File: src/rtl/rcs_pkg.sv
// Behaviour
// - Combined measure, dry-contact limit and address-set legacy commands get NAK, no action.
// - Range save, display test and keypad lock legacy commands get ACK, otherwise ignored.
// - Legacy load type: complex selects mode three, real selects mode one, never two.
// - Start, stop and fetch-latest-result legacy commands are executed.
// - Auto range on/off and explicit range setting are executed.
// - Questionable event and condition readable; questionable enable writable and readable.
// - Operation event and condition readable; operation enable writable and readable.
// - Status preset returns operation and questionable enables to preset values.
// - Standard event register readable, its enable read/write; clear-status clears events.
// - Continuous mode: output buffer always overwritten by newest measurement value.
// - Continuous mode: operation bit 8 set while a valid value is present.
// - Continuous mode: questionable bit 9 set while any error is present.
// - Any attempt to set group or user station address is refused with NAK.
// - Legacy-only commands recognised only while compatibility mode is selected.
`default_nettype none
package rcs_pkg;
  // Register port
  localparam int ADDR_W = 8;
  localparam int DATA_W = 32;
  localparam logic [7:0] OFS_CTRL = 8'h00;
  localparam logic [7:0] OFS_STATE = 8'h04;
  localparam logic [7:0] OFS_IRQ_STAT = 8'h08;
  localparam logic [7:0] OFS_IRQ_MASK = 8'h0C;
  localparam int CTRL_COMPAT_BIT = 0;
  localparam int CTRL_CONT_BIT = 1;
  localparam logic [1:0] CTRL_RESET = 2'h0;
  // Interrupt events
  localparam int IRQ_W = 3;
  localparam int IRQ_NAK_BIT = 0;
  localparam int IRQ_MEAS_BIT = 1;
  localparam int IRQ_ERR_BIT = 2;
  localparam logic [2:0] IRQ_RESET = 3'h0;
  // SCPI status registers
  localparam int STAT_W = 16;
  localparam int OPER_MEAS_BIT = 8;
  localparam int QUES_ERR_BIT = 9;
  localparam logic [15:0] ENABLE_PRESET = 16'h0000;
  localparam logic [15:0] STAT_RESET = 16'h0000;
  localparam int ESR_W = 8;
  localparam int ESR_CMD_ERR_BIT = 5;
  localparam logic [7:0] ESR_RESET = 8'h00;
  // Measurement setup
  localparam int RANGE_W = 4;
  localparam logic [3:0] RANGE_RESET = 4'h0;
  localparam int VALUE_W = 24;
  localparam logic [1:0] LOAD_MODE_ONE = 2'h1;
  localparam logic [1:0] LOAD_MODE_TWO = 2'h2;
  localparam logic [1:0] LOAD_MODE_THREE = 2'h3;
  localparam int STATE_RANGE_LSB = 3;
  localparam int STATE_LOAD_LSB = 7;

  typedef enum logic [4:0] {
    CMD_MEAS_COMBINED = 5'h00,
    CMD_READ_COMBINED = 5'h01,
    CMD_FETCH = 5'h02,
    CMD_START = 5'h03,
    CMD_STOP = 5'h04,
    CMD_RANGE_AUTO = 5'h05,
    CMD_RANGE_SET = 5'h06,
    CMD_RANGE_SAVE = 5'h07,
    CMD_LOAD_TYPE = 5'h08,
    CMD_DRY_LIMIT = 5'h09,
    CMD_ADDR_GROUP = 5'h0A,
    CMD_ADDR_USER = 5'h0B,
    CMD_DISPLAY_TEST = 5'h0C,
    CMD_KEYPAD_LOCK = 5'h0D,
    CMD_QUES_EVENT_Q = 5'h0E,
    CMD_QUES_COND_Q = 5'h0F,
    CMD_QUES_ENABLE = 5'h10,
    CMD_QUES_ENABLE_Q = 5'h11,
    CMD_OPER_EVENT_Q = 5'h12,
    CMD_OPER_COND_Q = 5'h13,
    CMD_OPER_ENABLE = 5'h14,
    CMD_OPER_ENABLE_Q = 5'h15,
    CMD_STAT_PRESET = 5'h16,
    CMD_CLEAR_STATUS = 5'h17,
    CMD_ESR_Q = 5'h18,
    CMD_ESE = 5'h19,
    CMD_ESE_Q = 5'h1A
  } rcs_cmd_code_type;

  // Decoded command from the serial front end
  typedef struct packed {
    logic valid;
    rcs_cmd_code_type code;
    logic [15:0] arg;
  } rcs_cmd_type;

  // Answer to a command: ack or nak, optional data
  typedef struct packed {
    logic valid;
    logic ack;
    logic has_data;
    logic [23:0] data;
  } rcs_resp_type;

  // Result from the measuring engine
  typedef struct packed {
    logic valid;
    logic error;
    logic [23:0] value;
  } rcs_meas_type;
endpackage
`default_nettype wire

File: src/rtl/rcs_cmd_handler.sv
`default_nettype none
module rcs_cmd_handler (
  // Clock, reset, enable
  input wire logic clk_sys,
  input wire logic rstn,
  input wire logic ce,
  // Register port
  input wire logic [rcs_pkg::ADDR_W-1:0] reg_addr,
  input wire logic [rcs_pkg::DATA_W-1:0] reg_wdata,
  input wire logic reg_wr,
  input wire logic reg_rd,
  output logic [rcs_pkg::DATA_W-1:0] reg_rdata,
  output logic irq,
  // Command and answer
  input wire rcs_pkg::rcs_cmd_type cmd,
  output rcs_pkg::rcs_resp_type resp,
  // Measuring engine
  input wire rcs_pkg::rcs_meas_type meas,
  output logic meas_run,
  output logic auto_range,
  output logic [rcs_pkg::RANGE_W-1:0] range_sel,
  output logic [1:0] load_mode
);
  import rcs_pkg::*;

  // Reset release through two flops
  // Assert at once, release only after two clean edges
  logic rst_meta_q;
  logic rst_sync_q;
  always_ff @(posedge clk_sys or negedge rstn) begin
    if (!rstn) begin
      rst_meta_q <= 1'b0;
      rst_sync_q <= 1'b0;
    end else begin
      rst_meta_q <= 1'b1;
      rst_sync_q <= rst_meta_q;
    end
  end

  // Register port state
  logic [1:0] ctrl_q, ctrl_d;
  logic [IRQ_W-1:0] irq_stat_q, irq_stat_d;
  logic [IRQ_W-1:0] irq_mask_q, irq_mask_d;
  logic [DATA_W-1:0] rdata_q, rdata_d;
  // Engine settings
  logic run_q, run_d;
  logic auto_q, auto_d;
  logic [RANGE_W-1:0] range_q, range_d;
  logic [1:0] load_q, load_d;
  // Latest result and its error flag
  logic [VALUE_W-1:0] buf_q, buf_d;
  logic buf_valid_q, buf_valid_d;
  logic err_q, err_d;
  // SCPI status; previous conditions feed the edge detectors
  logic [STAT_W-1:0] oper_cond_prev_q, oper_cond_prev_d;
  logic [STAT_W-1:0] ques_cond_prev_q, ques_cond_prev_d;
  logic [STAT_W-1:0] oper_event_q, oper_event_d;
  logic [STAT_W-1:0] ques_event_q, ques_event_d;
  logic [STAT_W-1:0] oper_enable_q, oper_enable_d;
  logic [STAT_W-1:0] ques_enable_q, ques_enable_d;
  // Standard event status and its enable
  logic [ESR_W-1:0] esr_q, esr_d;
  logic [ESR_W-1:0] ese_q, ese_d;
  // Answer, registered so it stands exactly one cycle
  rcs_resp_type resp_q, resp_d;

  // Decoded views of registers
  logic continuous;
  logic compat;
  logic legacy_only;
  logic [STAT_W-1:0] oper_cond;
  logic [STAT_W-1:0] ques_cond;
  logic [IRQ_W-1:0] irq_set;

  assign continuous = ctrl_q[CTRL_CONT_BIT];
  assign compat = ctrl_q[CTRL_COMPAT_BIT];

  // Condition registers follow live state only in continuous mode
  always_comb begin
    oper_cond = STAT_RESET;
    ques_cond = STAT_RESET;
    oper_cond[OPER_MEAS_BIT] = continuous & buf_valid_q;
    ques_cond[QUES_ERR_BIT] = continuous & err_q;
  end

  // Commands that exist only for the predecessor instrument
  // Load type is legacy only; start and stop stay standard
  always_comb begin
    unique case (cmd.code)
      CMD_MEAS_COMBINED, CMD_READ_COMBINED, CMD_RANGE_SAVE, CMD_LOAD_TYPE,
      CMD_DRY_LIMIT, CMD_DISPLAY_TEST, CMD_KEYPAD_LOCK: legacy_only = 1'b1;
      default: legacy_only = 1'b0;
    endcase
  end

  // Next state of the whole handler
  always_comb begin
    // Defaults: registers hold, answer and read data idle
    ctrl_d = ctrl_q;
    irq_mask_d = irq_mask_q;
    rdata_d = '0;
    run_d = run_q;
    auto_d = auto_q;
    range_d = range_q;
    load_d = load_q;
    buf_d = buf_q;
    buf_valid_d = buf_valid_q;
    err_d = err_q;
    oper_event_d = oper_event_q;
    ques_event_d = ques_event_q;
    oper_enable_d = oper_enable_q;
    ques_enable_d = ques_enable_q;
    esr_d = esr_q;
    ese_d = ese_q;
    resp_d = '0;
    irq_set = '0;
    // Edge detectors track the live conditions every cycle
    oper_cond_prev_d = oper_cond;
    ques_cond_prev_d = ques_cond;

    // Command decode; one answer per command, one cycle later
    if (cmd.valid) begin
      resp_d.valid = 1'b1;
      resp_d.ack = 1'b1;
      // Legacy words outside compatibility mode are refused before decode
      if (legacy_only && !compat) begin
        resp_d.ack = 1'b0;
      end else begin
        unique case (cmd.code)
          // Refused without changing any engine setting
          CMD_MEAS_COMBINED, CMD_READ_COMBINED, CMD_DRY_LIMIT: resp_d.ack = 1'b0;
          CMD_ADDR_GROUP, CMD_ADDR_USER: resp_d.ack = 1'b0;
          // Accepted and dropped
          CMD_RANGE_SAVE, CMD_DISPLAY_TEST, CMD_KEYPAD_LOCK: resp_d.ack = 1'b1;
          CMD_LOAD_TYPE: begin
            load_d = cmd.arg[0] ? LOAD_MODE_THREE : LOAD_MODE_ONE;
          end
          CMD_START: run_d = 1'b1;
          CMD_STOP: run_d = 1'b0;
          CMD_FETCH: begin
            // Empty buffer answers nak so a stale value is never returned twice
            if (buf_valid_q) begin
              resp_d.has_data = 1'b1;
              resp_d.data = buf_q;
              buf_valid_d = 1'b0;
            end else begin
              resp_d.ack = 1'b0;
            end
          end
          CMD_RANGE_AUTO: auto_d = cmd.arg[0];
          CMD_RANGE_SET: begin
            range_d = cmd.arg[RANGE_W-1:0];
            auto_d = 1'b0;
          end
          CMD_QUES_EVENT_Q: begin
            resp_d.has_data = 1'b1;
            resp_d.data = {8'h00, ques_event_q};
            ques_event_d = STAT_RESET;
          end
          CMD_QUES_COND_Q: begin
            resp_d.has_data = 1'b1;
            resp_d.data = {8'h00, ques_cond};
          end
          CMD_QUES_ENABLE: ques_enable_d = cmd.arg;
          CMD_QUES_ENABLE_Q: begin
            resp_d.has_data = 1'b1;
            resp_d.data = {8'h00, ques_enable_q};
          end
          CMD_OPER_EVENT_Q: begin
            resp_d.has_data = 1'b1;
            resp_d.data = {8'h00, oper_event_q};
            oper_event_d = STAT_RESET;
          end
          CMD_OPER_COND_Q: begin
            resp_d.has_data = 1'b1;
            resp_d.data = {8'h00, oper_cond};
          end
          CMD_OPER_ENABLE: oper_enable_d = cmd.arg;
          CMD_OPER_ENABLE_Q: begin
            resp_d.has_data = 1'b1;
            resp_d.data = {8'h00, oper_enable_q};
          end
          CMD_STAT_PRESET: begin
            oper_enable_d = ENABLE_PRESET;
            ques_enable_d = ENABLE_PRESET;
          end
          CMD_CLEAR_STATUS: begin
            oper_event_d = STAT_RESET;
            ques_event_d = STAT_RESET;
            esr_d = ESR_RESET;
          end
          CMD_ESR_Q: begin
            resp_d.has_data = 1'b1;
            resp_d.data = {16'h0000, esr_q};
            esr_d = ESR_RESET;
          end
          CMD_ESE: ese_d = cmd.arg[ESR_W-1:0];
          CMD_ESE_Q: begin
            resp_d.has_data = 1'b1;
            resp_d.data = {16'h0000, ese_q};
          end
          default: resp_d.ack = 1'b0;
        endcase
      end
      // Every refusal is logged for software and raises the nak event
      if (!resp_d.ack) begin
        esr_d[ESR_CMD_ERR_BIT] = 1'b1;
        irq_set[IRQ_NAK_BIT] = 1'b1;
      end
    end

    // Newest value always replaces the buffer, set wins over a fetch
    // An error result leaves the buffer empty so a fetch is refused
    if (meas.valid) begin
      buf_d = meas.value;
      buf_valid_d = !meas.error;
      err_d = meas.error;
      irq_set[IRQ_MEAS_BIT] = !meas.error;
      irq_set[IRQ_ERR_BIT] = meas.error;
    end

    // Positive transitions latch into events after any read-clear
    oper_event_d = oper_event_d | (oper_cond & ~oper_cond_prev_q);
    ques_event_d = ques_event_d | (ques_cond & ~ques_cond_prev_q);

    // Register port
    // Only the low bits of a write are kept; unmapped offsets read zero
    if (reg_wr) begin
      unique case (reg_addr)
        OFS_CTRL: ctrl_d = reg_wdata[1:0];
        OFS_IRQ_MASK: irq_mask_d = reg_wdata[IRQ_W-1:0];
        default: ctrl_d = ctrl_q;
      endcase
    end
    if (reg_rd) begin
      unique case (reg_addr)
        OFS_CTRL: rdata_d = {30'h0, ctrl_q};
        OFS_STATE: rdata_d = {23'h0, load_q, range_q, auto_q, run_q, buf_valid_q};
        OFS_IRQ_STAT: rdata_d = {29'h0, irq_stat_q};
        OFS_IRQ_MASK: rdata_d = {29'h0, irq_mask_q};
        default: rdata_d = '0;
      endcase
    end

    // Write one to clear; a new event in the same cycle stays set
    irq_stat_d = irq_stat_q;
    if (reg_wr && reg_addr == OFS_IRQ_STAT) begin
      irq_stat_d = irq_stat_q & ~reg_wdata[IRQ_W-1:0];
    end
    irq_stat_d = irq_stat_d | irq_set;
  end

  // All state but the reset synchroniser frozen while the clock enable is low
  always_ff @(posedge clk_sys or negedge rst_sync_q) begin
    if (!rst_sync_q) begin
      ctrl_q <= CTRL_RESET;
      irq_stat_q <= IRQ_RESET;
      irq_mask_q <= IRQ_RESET;
      rdata_q <= '0;
      run_q <= 1'b0;
      auto_q <= 1'b1;
      range_q <= RANGE_RESET;
      load_q <= LOAD_MODE_ONE;
      buf_q <= '0;
      buf_valid_q <= 1'b0;
      err_q <= 1'b0;
      oper_cond_prev_q <= STAT_RESET;
      ques_cond_prev_q <= STAT_RESET;
      oper_event_q <= STAT_RESET;
      ques_event_q <= STAT_RESET;
      oper_enable_q <= ENABLE_PRESET;
      ques_enable_q <= ENABLE_PRESET;
      esr_q <= ESR_RESET;
      ese_q <= ESR_RESET;
      resp_q <= '0;
    end else if (ce) begin
      ctrl_q <= ctrl_d;
      irq_stat_q <= irq_stat_d;
      irq_mask_q <= irq_mask_d;
      rdata_q <= rdata_d;
      run_q <= run_d;
      auto_q <= auto_d;
      range_q <= range_d;
      load_q <= load_d;
      buf_q <= buf_d;
      buf_valid_q <= buf_valid_d;
      err_q <= err_d;
      oper_cond_prev_q <= oper_cond_prev_d;
      ques_cond_prev_q <= ques_cond_prev_d;
      oper_event_q <= oper_event_d;
      ques_event_q <= ques_event_d;
      oper_enable_q <= oper_enable_d;
      ques_enable_q <= ques_enable_d;
      esr_q <= esr_d;
      ese_q <= ese_d;
      resp_q <= resp_d;
    end
  end

  // Outputs
  // Interrupt is a level from registers, so no pulse can be missed
  assign reg_rdata = rdata_q;
  assign irq = |(irq_stat_q & irq_mask_q);
  assign resp = resp_q;
  assign meas_run = run_q;
  assign auto_range = auto_q;
  assign range_sel = range_q;
  assign load_mode = load_q;
endmodule
`default_nettype wire

File: config.mk
export PLATFORM = sky130hd
export DESIGN_NAME = rcs_cmd_handler
export DESIGN_NICKNAME = d
export VERILOG_FILES = /design/src/rtl/rcs_pkg.sv /design/src/rtl/rcs_cmd_handler.sv
export SDC_FILE = /design/constraint.sdc
export NUM_CORES = 1
export LEC_CHECK = 0
export BUFFER_PORTS_ARGS = -buffer_cell sky130_fd_sc_hd__buf_4
export CAP_MARGIN = 20
export CELL_PAD_IN_SITES_DETAIL_PLACEMENT = 1
export CELL_PAD_IN_SITES_GLOBAL_PLACEMENT = 2
export CORE_MARGIN = 2
export CORE_UTILIZATION = 33
export CTS_CLUSTER_DIAMETER = 150
export DETAILED_ROUTE_END_ITERATION = 6
export HOLD_SLACK_MARGIN = 0.05
export PLACE_DENSITY = 0.86
export SYNTH_ARGS = -nofsm -noshare
export SYNTH_HDL_FRONTEND = slang
export SYNTH_SLANG_ARGS = --single-unit
File: constraint.sdc
create_clock -name clk_sys -period 5.4 [get_ports clk_sys]
set_clock_uncertainty 0.2 [all_clocks]
set_input_delay 0.27 -clock clk_sys [delete_from_list [all_inputs] [get_ports clk_sys]]
set_output_delay 0.27 -clock clk_sys [all_outputs]
set_load 0.01 [all_outputs]
==> After elaboration in Yosys (flattened, before gate mapping) <==
Cells that the tools add are included.
{ "totals": {"regBits": 178, "latchBits": 0, "ram_bits": 0, "rom_bits": 0, "in_bits": 93, "elab_cells": 131, "memories": 0} }
{ "op_classes": {"addsub": 0, "mul": 0, "div": 0, "magnitude_cmp": 0, "n_eq_ne": 30, "n_shift": 0, "n_mux": 33, "bitwise_logic": 13, "n_reduce_logical": 30} }
{ "ops": {"columns": ["cell", "n"], "rows": [
  ["case mux 25 bit (9 select lines)", 1],
  ["two-way mux 16 bit", 6],
  ["case mux 16 bit (2 select lines)", 2],
  ["equality test 5 bit (second input constant)", 11],
  ["two-way mux 25 bit", 2],
  ["case mux 9 bit (4 select lines)", 1],
  ["AND reduction 4 bit", 9],
  ["OR 16 bit", 2],
  ["equality test 5 x 4 -> 1 bit (second input constant)", 6],
  ["two-way mux 27 bit", 1],
  ["OR reduction 21 bit", 1],
  ["equality test 5 x 3 -> 1 bit (second input constant)", 4],
  ["bitwise AND 10 x 16 -> 16 bit", 1],
  ["bitwise AND 9 x 16 -> 16 bit", 1],
  ["equality test 8 x 4 -> 1 bit (second input constant)", 2],
  ["NOT 10 -> 16 bit", 1],
  ["NOT 9 -> 16 bit", 1],
  ["two-way mux 6 bit", 2],
  ["nonzero test 2 bit", 6],
  ["two-way mux 1 bit", 11],
  ["equality test 5 x 2 -> 1 bit (second input constant)", 2],
  ["two-way mux 9 bit", 1],
  ["equality test 8 x 3 -> 1 bit (second input constant)", 1],
  ["zero test 8 bit", 1],
  ["other kinds (18)", 30]
]} }

==> Logic depth before layout (Yosys ltp) <==
Gate-level depths: netlist (run 1).
{ "logic_depth": {"depth_word": 9, "depth_mapped": 7, "depth_no_buf": 5} }

==> Least setup slack after synthesis (run 1) <==
Ideal clock, no wire load.
{ "synth_timing": {"path_type": "input port to flip-flop", "from": "input cmd[18] in the netlist's numbering", "to": "register resp_q, in the netlist resp[16]", "setup_ns": 0.121, "arrival_time_ns": 1.359, "t_required_ns": 5.079, "path_slack_ns": 3.721, "cell_stages": 7, "path_cell_list": "buf_4 > and2b_4 > mux2i_2 > a21oi_2 > and2_1 > buf_6 > a22o_1"} }
{ "synth_between": {"elab_chain_cells": 6, "word_cells_on_any_way": 22, "cone_classes": "eq/ne (15); mux (4); reduce/logical (3)"} }
{ "synth_lines": {"columns": ["item", "line_no", "source"], "rows": [
  ["from (decl)", "rcs_cmd_handler.sv:15", "input wire rcs_pkg::rcs_cmd_type cmd,"],
  ["equality test 5 x 1 -> 1 bit (tied with other cells)", "rcs_cmd_handler.sv:89", "unique case (cmd.code)"],
  ["OR reduction 7 bit", "rcs_cmd_handler.sv:89", null],
  ["two-way mux 1 bit", "rcs_cmd_handler.sv:89", null],
  ["logical AND 1 bit", "rcs_cmd_handler.sv:126", "if (legacy_only && !compat) begin"],
  ["two-way mux 25 bit *", "rcs_cmd_handler.sv:126", null],
  ["two-way mux 27 bit *", "rcs_cmd_handler.sv:122", "if (cmd.valid) begin"],
  ["to (signal assigned)", "rcs_cmd_handler.sv:296", "resp_q <= resp_d;"],
  ["to (decl)", "rcs_cmd_handler.sv:65", "rcs_resp_type resp_q, resp_d;"]
]} }
Every way passes the cells marked *; elsewhere a longest branch is shown, timed or not.
A chain may end at the register's enable or synchronous reset.

==> Worst setup path after layout (run 1) <==
{ "layout_timing": {"from": "input cmd[16] in the netlist's numbering", "to": "register resp_q, in the netlist resp[20]"} }
The elaborated chain is that of the path after synthesis.

==> metrics, run 1 <==
status complete, no violations; Worst R2R Start buf_valid_q; Switch Pwr 607 uW; Sw Ratio 0.251; GRT Residual Overflow 0; met2 usage 0.322; Gate power share 0.120; Initial Utilization 0.340; GRT Util Overall 0.190; Yosys reg bits 124; period utilization 0.499; ys flop type dfrtp_1; DP Wirelength between 10,000 and 15,000 um; Hold WC Path Type in2reg; die height between 100 and 150 um; # resized after CTS 0; Crit Path Max Fanout 21; antenna-violating nets left 0; Power Density approximately 320 nW/um2; final net count 737; CP Capture Type flop; synth warn 0; port bufs 107; Worst path top cell family by delay simple AND/OR/NAND/NOR gates; n_diodes 0; Final min period 2.70 ns; cell row count between 40 and 50; setup TNS 0 ns; Core ar. 16,700 um2; layout cells sized above 1 0.309; met1 GRT Util 0.240; busiest grt layer met2; sequential fraction of the synthesis area 0.546; Finished Layout Cells 877; slowest CP cell and3_1; Placed Cells 790; part of the power in registers 0.453; RSZ-0062 raised after global routing false; initial antenna violation count 0; post-synth cell types 55; Root Buffer clkbuf_16; Detailed Route WL 16,600 um; Reg clk slew, reported paths 0.05 ns; final core occ 0.455; final setup fails 0; Setup Crit Path Kind in2reg; largest net degree at the start of global routing 77; I/O pin count between 150 and 200; Avg Cell Area, Syn 11.5 um2; DR vias 4,466; Area Overhead vs Synth 33.9%; Cells after Synth 495; crit path DAT between 2 and 3 ns; Reg2Reg Depth 3; f_max 0.371 GHz; Post-synth ARST share 1.00; reg2reg setup slack roughly 3.3 ns; DRT iter0 DRCs 208; First-pass DRT Iterations 4; startpoint types primary input; Worst EP required between 5 and 6 ns; vias in the first global route slightly below 5k; number of flops mapped to enable cells by yosys 0; Hold Vio Cnt, Final 0; Int Pwr 1.81 mW; GR Util met3 0.0453; max-slew violations 0; slew margin rel. 0.438; Placer Congestion 0.834; Hold Path Depth 4; Worst Hold End reg_rdata[2]; die area 18,300 um2; synthesized area 5680 um2; reg-to-reg endpoint resp[20]; total CTS buffers 17; drt wl/cell 19.0 um; first-pass GRT wire length 26,700 um; hold wc startpoint reg_addr[3]; CTS tree built; commonest non-fill, non-tap cell in the layout dfrtp_1; Vias/cell 5.09; Clk network pwr share 0.427; depth of the CTS H-tree 4; clock tree buffer depth 2; die width 135 um; Clock Latency Late Sink 0.42 ns; Slew @ Worst Pin 0.840 ns; slowest stage delay, CP around 0.77 ns; Sink Count 124; VDD IR max 0.224 mV; max cap viols 0; WP buf/inv 2; static leakage around 3.5 nW; final routed DRC violation total 0; most frequent cells in the layout 122 x dfrtp_1, 110 x buf_4, 67 x nand2_1, 52 x dlygate4sd3_1, 46 x mux2_2; cells along the critical path dlygate4sd3_1, buf_4, nor3b_2, and3_1, and2_1, a22o_1
## final cells by class
type	count	area [um2]
Clock inverter	7	38.8
Timing Repair Buffer	166	1430
Sequential cell	124	3110
Tap cell	220	275
Clock buffer	25	495
Multi-Input combinational cell	327	2230
Fill cell	1807	9090
Inverter	8	30.0
## what timing repair did
action                    CTS  global route
hold endpoints to repair   88             7
hold buffers               51             1
buffers inserted            0             0
## per-stage QoR
| step | instance area, um2 | hold WS, ns | power, mW | worst slack [ns] |
|---|---|---|---|---|
| floorplan | 5770 | -0.226 | 1.26 | 1.49 |
| global placement | 6470 | -0.148 | 1.34 | 2.86 |
| global route | 7610 | 0.125 | 2.52 | 2.58 |
| finish | 7610 | 0.0737 | 2.41 | 2.70 |
| CTS | 7530 | 0.0741 | 2.43 | 2.74 |
| detailed placement | 6480 | -0.146 | 1.36 | 2.88 |
## synthesized netlist by cell type (3+ instances only)
library cell  count  share of area
a221oi_1          8          0.012
o31ai_1           4         0.0053
nand3_1          14          0.012
o21ai_0          28          0.025
a22o_1           20          0.031
o211ai_1          4         0.0053
nand3b_1          3         0.0040
a22oi_1           3         0.0040
buf_4            29          0.038
o2bb2ai_1        16          0.025
a21o_1            5         0.0066
inv_1             7         0.0046
a222oi_1          8          0.014
nand2_1          67          0.044
and3_1            4         0.0044
buf_6             8          0.016
nor2_1           13         0.0086
o21ai_1          16          0.014
clkbuf_1         11         0.0073
dfrtp_1         123           0.54
buf_2            11         0.0097
mux2_2           46          0.091
a21oi_1           4         0.0035
nand2b_1          4         0.0044
## registers in the layout, summed over array words and instances (netlist names), 2 cells and up
| register | flops |
|---|---|
| ques_enable_q | 16 |
| ctrl_q | 2 |
| reg_rdata | 9 |
| range_sel | 4 |
| buf_q | 24 |
| resp | 27 |
| irq_mask_q | 3 |
| irq_stat_q | 3 |
| oper_enable_q | 16 |
| ese_q | 8 |
## how the worst max path moves through the flow
stage,from,endpoint,slack [ns],cells past startpoint
after floorplan,rst_sync_q,buf_q[0],1.49,0
after global placement,cmd[17],resp[5],2.86,6
after detailed placement,cmd[17],resp[22],2.88,5
after CTS,cmd[16],resp[22],2.74,6
after global routing,cmd[16],resp[22],2.58,6
final,cmd[16],resp[20],2.70,6
## power by group through the flow
stage	combinational (mW)	sequential [mW]	clock, mW
floorplan	0.161	1.10	0
global placement	0.232	1.11	0
detailed placement	0.244	1.12	0
CTS	0.276	1.10	1.05
global route	0.324	1.11	1.09
finish	0.290	1.09	1.03
## cell families after synthesis
| logic type | synth area share |
|---|---|
| AOI/OAI and AO/OA | 0.159 |
| xor gates and xnor gates | 0.00308 |
| buffers and inverters | 0.0764 |
| DFF | 0.546 |
| muxes | 0.102 |
| other | 0.00132 |
| and+or+nand+nor | 0.112 |
## worst register-to-register path, cell delays in order (launching register included)
cell	delay, ns
dfrtp_1	0.46
and3_1	0.75
and2_1	0.47
a22o_1	0.19
## metal layers
layer | part of all wire | up-vias
li1 | - | 2040
met1 | 0.43 | 2277
met2 | 0.50 | 138
met3 | 0.056 | 11
met4 | 0.011 | 0
met5 | 0 | -
No activity file was read; power rests on OpenSTA's default activity.
==> run 2, diff against run 1 <==
Settings changed: ABC_AREA set to 1, CORE_UTILIZATION 33 to 27, PLACE_DENSITY 0.86 to 0.81.
Clock period 5.4 ns to 2.3 ns, I/O delays scaled along.
==> run 2 against run 1 <==
  * Total power is 150% higher
  * Utilization is 6.6 points lower
  * Global-route usage is 2.8 points lower
  * Area after synthesis is 0.64% higher
  * Sequential cell count stayed put
  * Via count is 14% higher
  * Register-to-register slack worse by 2.6 ns
  * Critical path depth is 6 higher
  * Clock power grew to 2.6 times the previous value
  * Sequential power is 140% higher
  * Highest routed layer unchanged
==> metrics, run 2 <==
final routed DRC violation total 0; Cell Area, Placed 6800 um2; Largest register FFs 27; RSZ-0062 raised after global routing false; First-pass DRT Iterations 4; clock tree buffer depth 2; Detailed Route WL 17,400 um; DRT iter0 DRCs between 150 and 200; ys flop type dfrtp_1; DR vias 5,090; I/O pin count approximately 160; depth of the CTS H-tree 4; static leakage 4.03 nW; Avg Cell Area, Syn 8.61 um2; vias in the first global route 5,372; Clk network pwr share 0.444; startpoint types primary input; Initial Utilization 0.274; total power 5.98 mW; Vias/cell about 4.5; Post-synth ARST share 1.00; max-slew violations 0; VDD IR max 0.357 mV; largest net degree at the start of global routing 123; die width 150 um; Synth area leaders dfrtp_1 54%, nand2_1 17%, mux2_2 4.7%; die height 150 um; Sw Ratio 0.250; Yosys reg bits 124; status complete, no violations; Cells after Synth 664; DP Wirelength 11,900 um; final worst slack 0.126 ns; CP Capture Type flop; final setup fails 0; routed wl met3 767 um; Gate power share 0.125; commonest cells in the netlist 261 x nand2_1, 123 x dfrtp_1, 45 x o21ai_0; die area 22,400 um2; post-synth cell types 30; part of the power in registers 0.431; first-pass GRT wire length 28,100 um; crit path launch reg_addr[2]; final core occ 0.389; Reg clk slew, reported paths 0.06 ns; count leader, synth nand2_1; Slew @ Worst Pin 0.735 ns; setup TNS 0 ns; Crit Path Max Fanout 5; Core ar. 20,900 um2; crit path DAT between 2 and 2.5 ns; total CTS buffers 17; GRT Util Overall 0.162; synth warn 0; port bufs roughly 110; Power Density about 730 nW/um2; share of the synthesized area in the top cell type 0.538; Sink Count 124; number of flops mapped to enable cells by yosys 0; Switch Pwr 1.49 mW; reg-to-reg endpoint ese_q[1]; met2 routed WL 8360 um; Reg2Reg Depth 6; max cap viols 0; WL met1 7960 um; cell row count 53; antenna-violating nets left 0; final net count 946; Worst EP required 2.40 ns; Root Buffer clkbuf_16; Placer Congestion approximately 0.78; commonest non-fill, non-tap cell in the layout nand2_1; CP Capture Point irq_mask_q[2]; layout cells sized above 1 0.234; Setup WS pre-CTS 0.381 ns; cell area after layout 8130 um2; synthesized area 5720 um2; GRT Residual Overflow 0; reg2reg setup slack just under 0.7 ns; sequential fraction of the synthesis area 0.543; Int Pwr about 4.5 mW; Hold Vio Cnt, Final 0; slew margin rel. 0.510; Clock Latency Late Sink around 0.42 ns; CTS tree built; initial antenna violation count 2; Final min period 2.17 ns; top routing layer in use met4; Area Overhead vs Synth 42.3%; f_max 0.460 GHz; period utilization 0.945; most frequent cells in the layout 260 x nand2_1, 122 x dfrtp_1, 120 x buf_4, 69 x dlygate4sd3_1, 45 x o21ai_0; Setup Crit Path Kind in2reg; Hold WC Path Type in2reg; drt wl/cell 15.3 um; dominant cell type by area after synthesis dfrtp_1; Worst R2R Start ctrl_q[0]
## run 2: changes by cell type after synthesis, sizes merged, moves of 9 or more
cell,change
a22o,-20
buf,-12
inv,+22
mux2,-22
nand2,+194
nand3,+30
nand4,+12
nor2,+9
o21ai,+31
o2bb2ai,-17
## run 2: metrics by stage
step,hold WS [ns],instances
after floorplan,-0.381,687
after global placement,-0.302,1037
after detailed placement,-0.301,1037
after CTS,0.0669,1138
after global routing,0.155,1142
final,0.105,1142
## run 2: final cells by class
class                   count  area, um2
diodes                      2       5.00
clock buffers              19        433
clock inverters            12        148
fillers                  2451      12800
inverters                  29        109
multi-input cells         487       2320
flip-flops and latches    124       3110
well taps                 275        344
repair buffers            194       1670
## run 2: per-layer routing
layer / track usage / vias up
met3: 0.0317 / 21
met1: 0.211 / 2442
met2: 0.269 / 119
met4: 0.0595 / 0
met5: 0 / -
li1: - / 2508
## run 2: worst max-delay path, cell delays in order
cell and delay [ns]:
dlygate4sd3_1 0.54, buf_6 0.11, inv_2 0.05, nor4_2 0.25
buf_4 0.15, buf_4 0.10, buf_4 0.10, buf_4 0.10
nand2_1 0.10, nand2_1 0.08, nand2_1 0.04, dlygate4sd3_1 0.54
## run 2: worst min-delay path by stage
stage | cells past startpoint | endpoint | slack, ns | start
after CTS | 8 | reg_rdata[2] | 0.07 | reg_addr[0]
after global routing | 0 | rst_sync_q | 0.16 | rst_meta_q
final | 7 | irq_stat_q[0] | 0.10 | reg_addr[4]
after floorplan | 0 | rst_meta_q | -0.38 | rstn
after global placement | 1 | rst_meta_q | -0.30 | rstn
after detailed placement | 1 | rst_meta_q | -0.30 | rstn
## run 2: cells by family after synthesis
| group | Yosys count | share of synthesized area |
|---|---|---|
| AND/OR/NAND/NOR | 348 | 0.256 |
| buffers and inverters | 76 | 0.0700 |
| AO/OA/AOI/OAI | 90 | 0.0823 |
| other | 2 | 0.00131 |
| flip-flops | 124 | 0.543 |
| multiplexers | 24 | 0.0473 |
## run 2: power groups by stage
stage / Clock [mW] / Sequential, mW / Combinational (mW)
floorplan: 0 / 2.61 / 0.366
global placement: 0 / 2.60 / 0.642
detailed placement: 0 / 2.61 / 0.657
CTS: 2.72 / 2.58 / 0.754
global route: 2.80 / 2.61 / 0.842
finish: 2.66 / 2.58 / 0.745
## run 2: what timing repair did
action / 4_1_cts / 5_1_grt
hold buffers: 70 / 0
buffers inserted: 0 / 3
endpoints found under the hold margin: 108 / 0
endpoints found under the setup margin: 0 / 29
resized for setup: 0 / 10
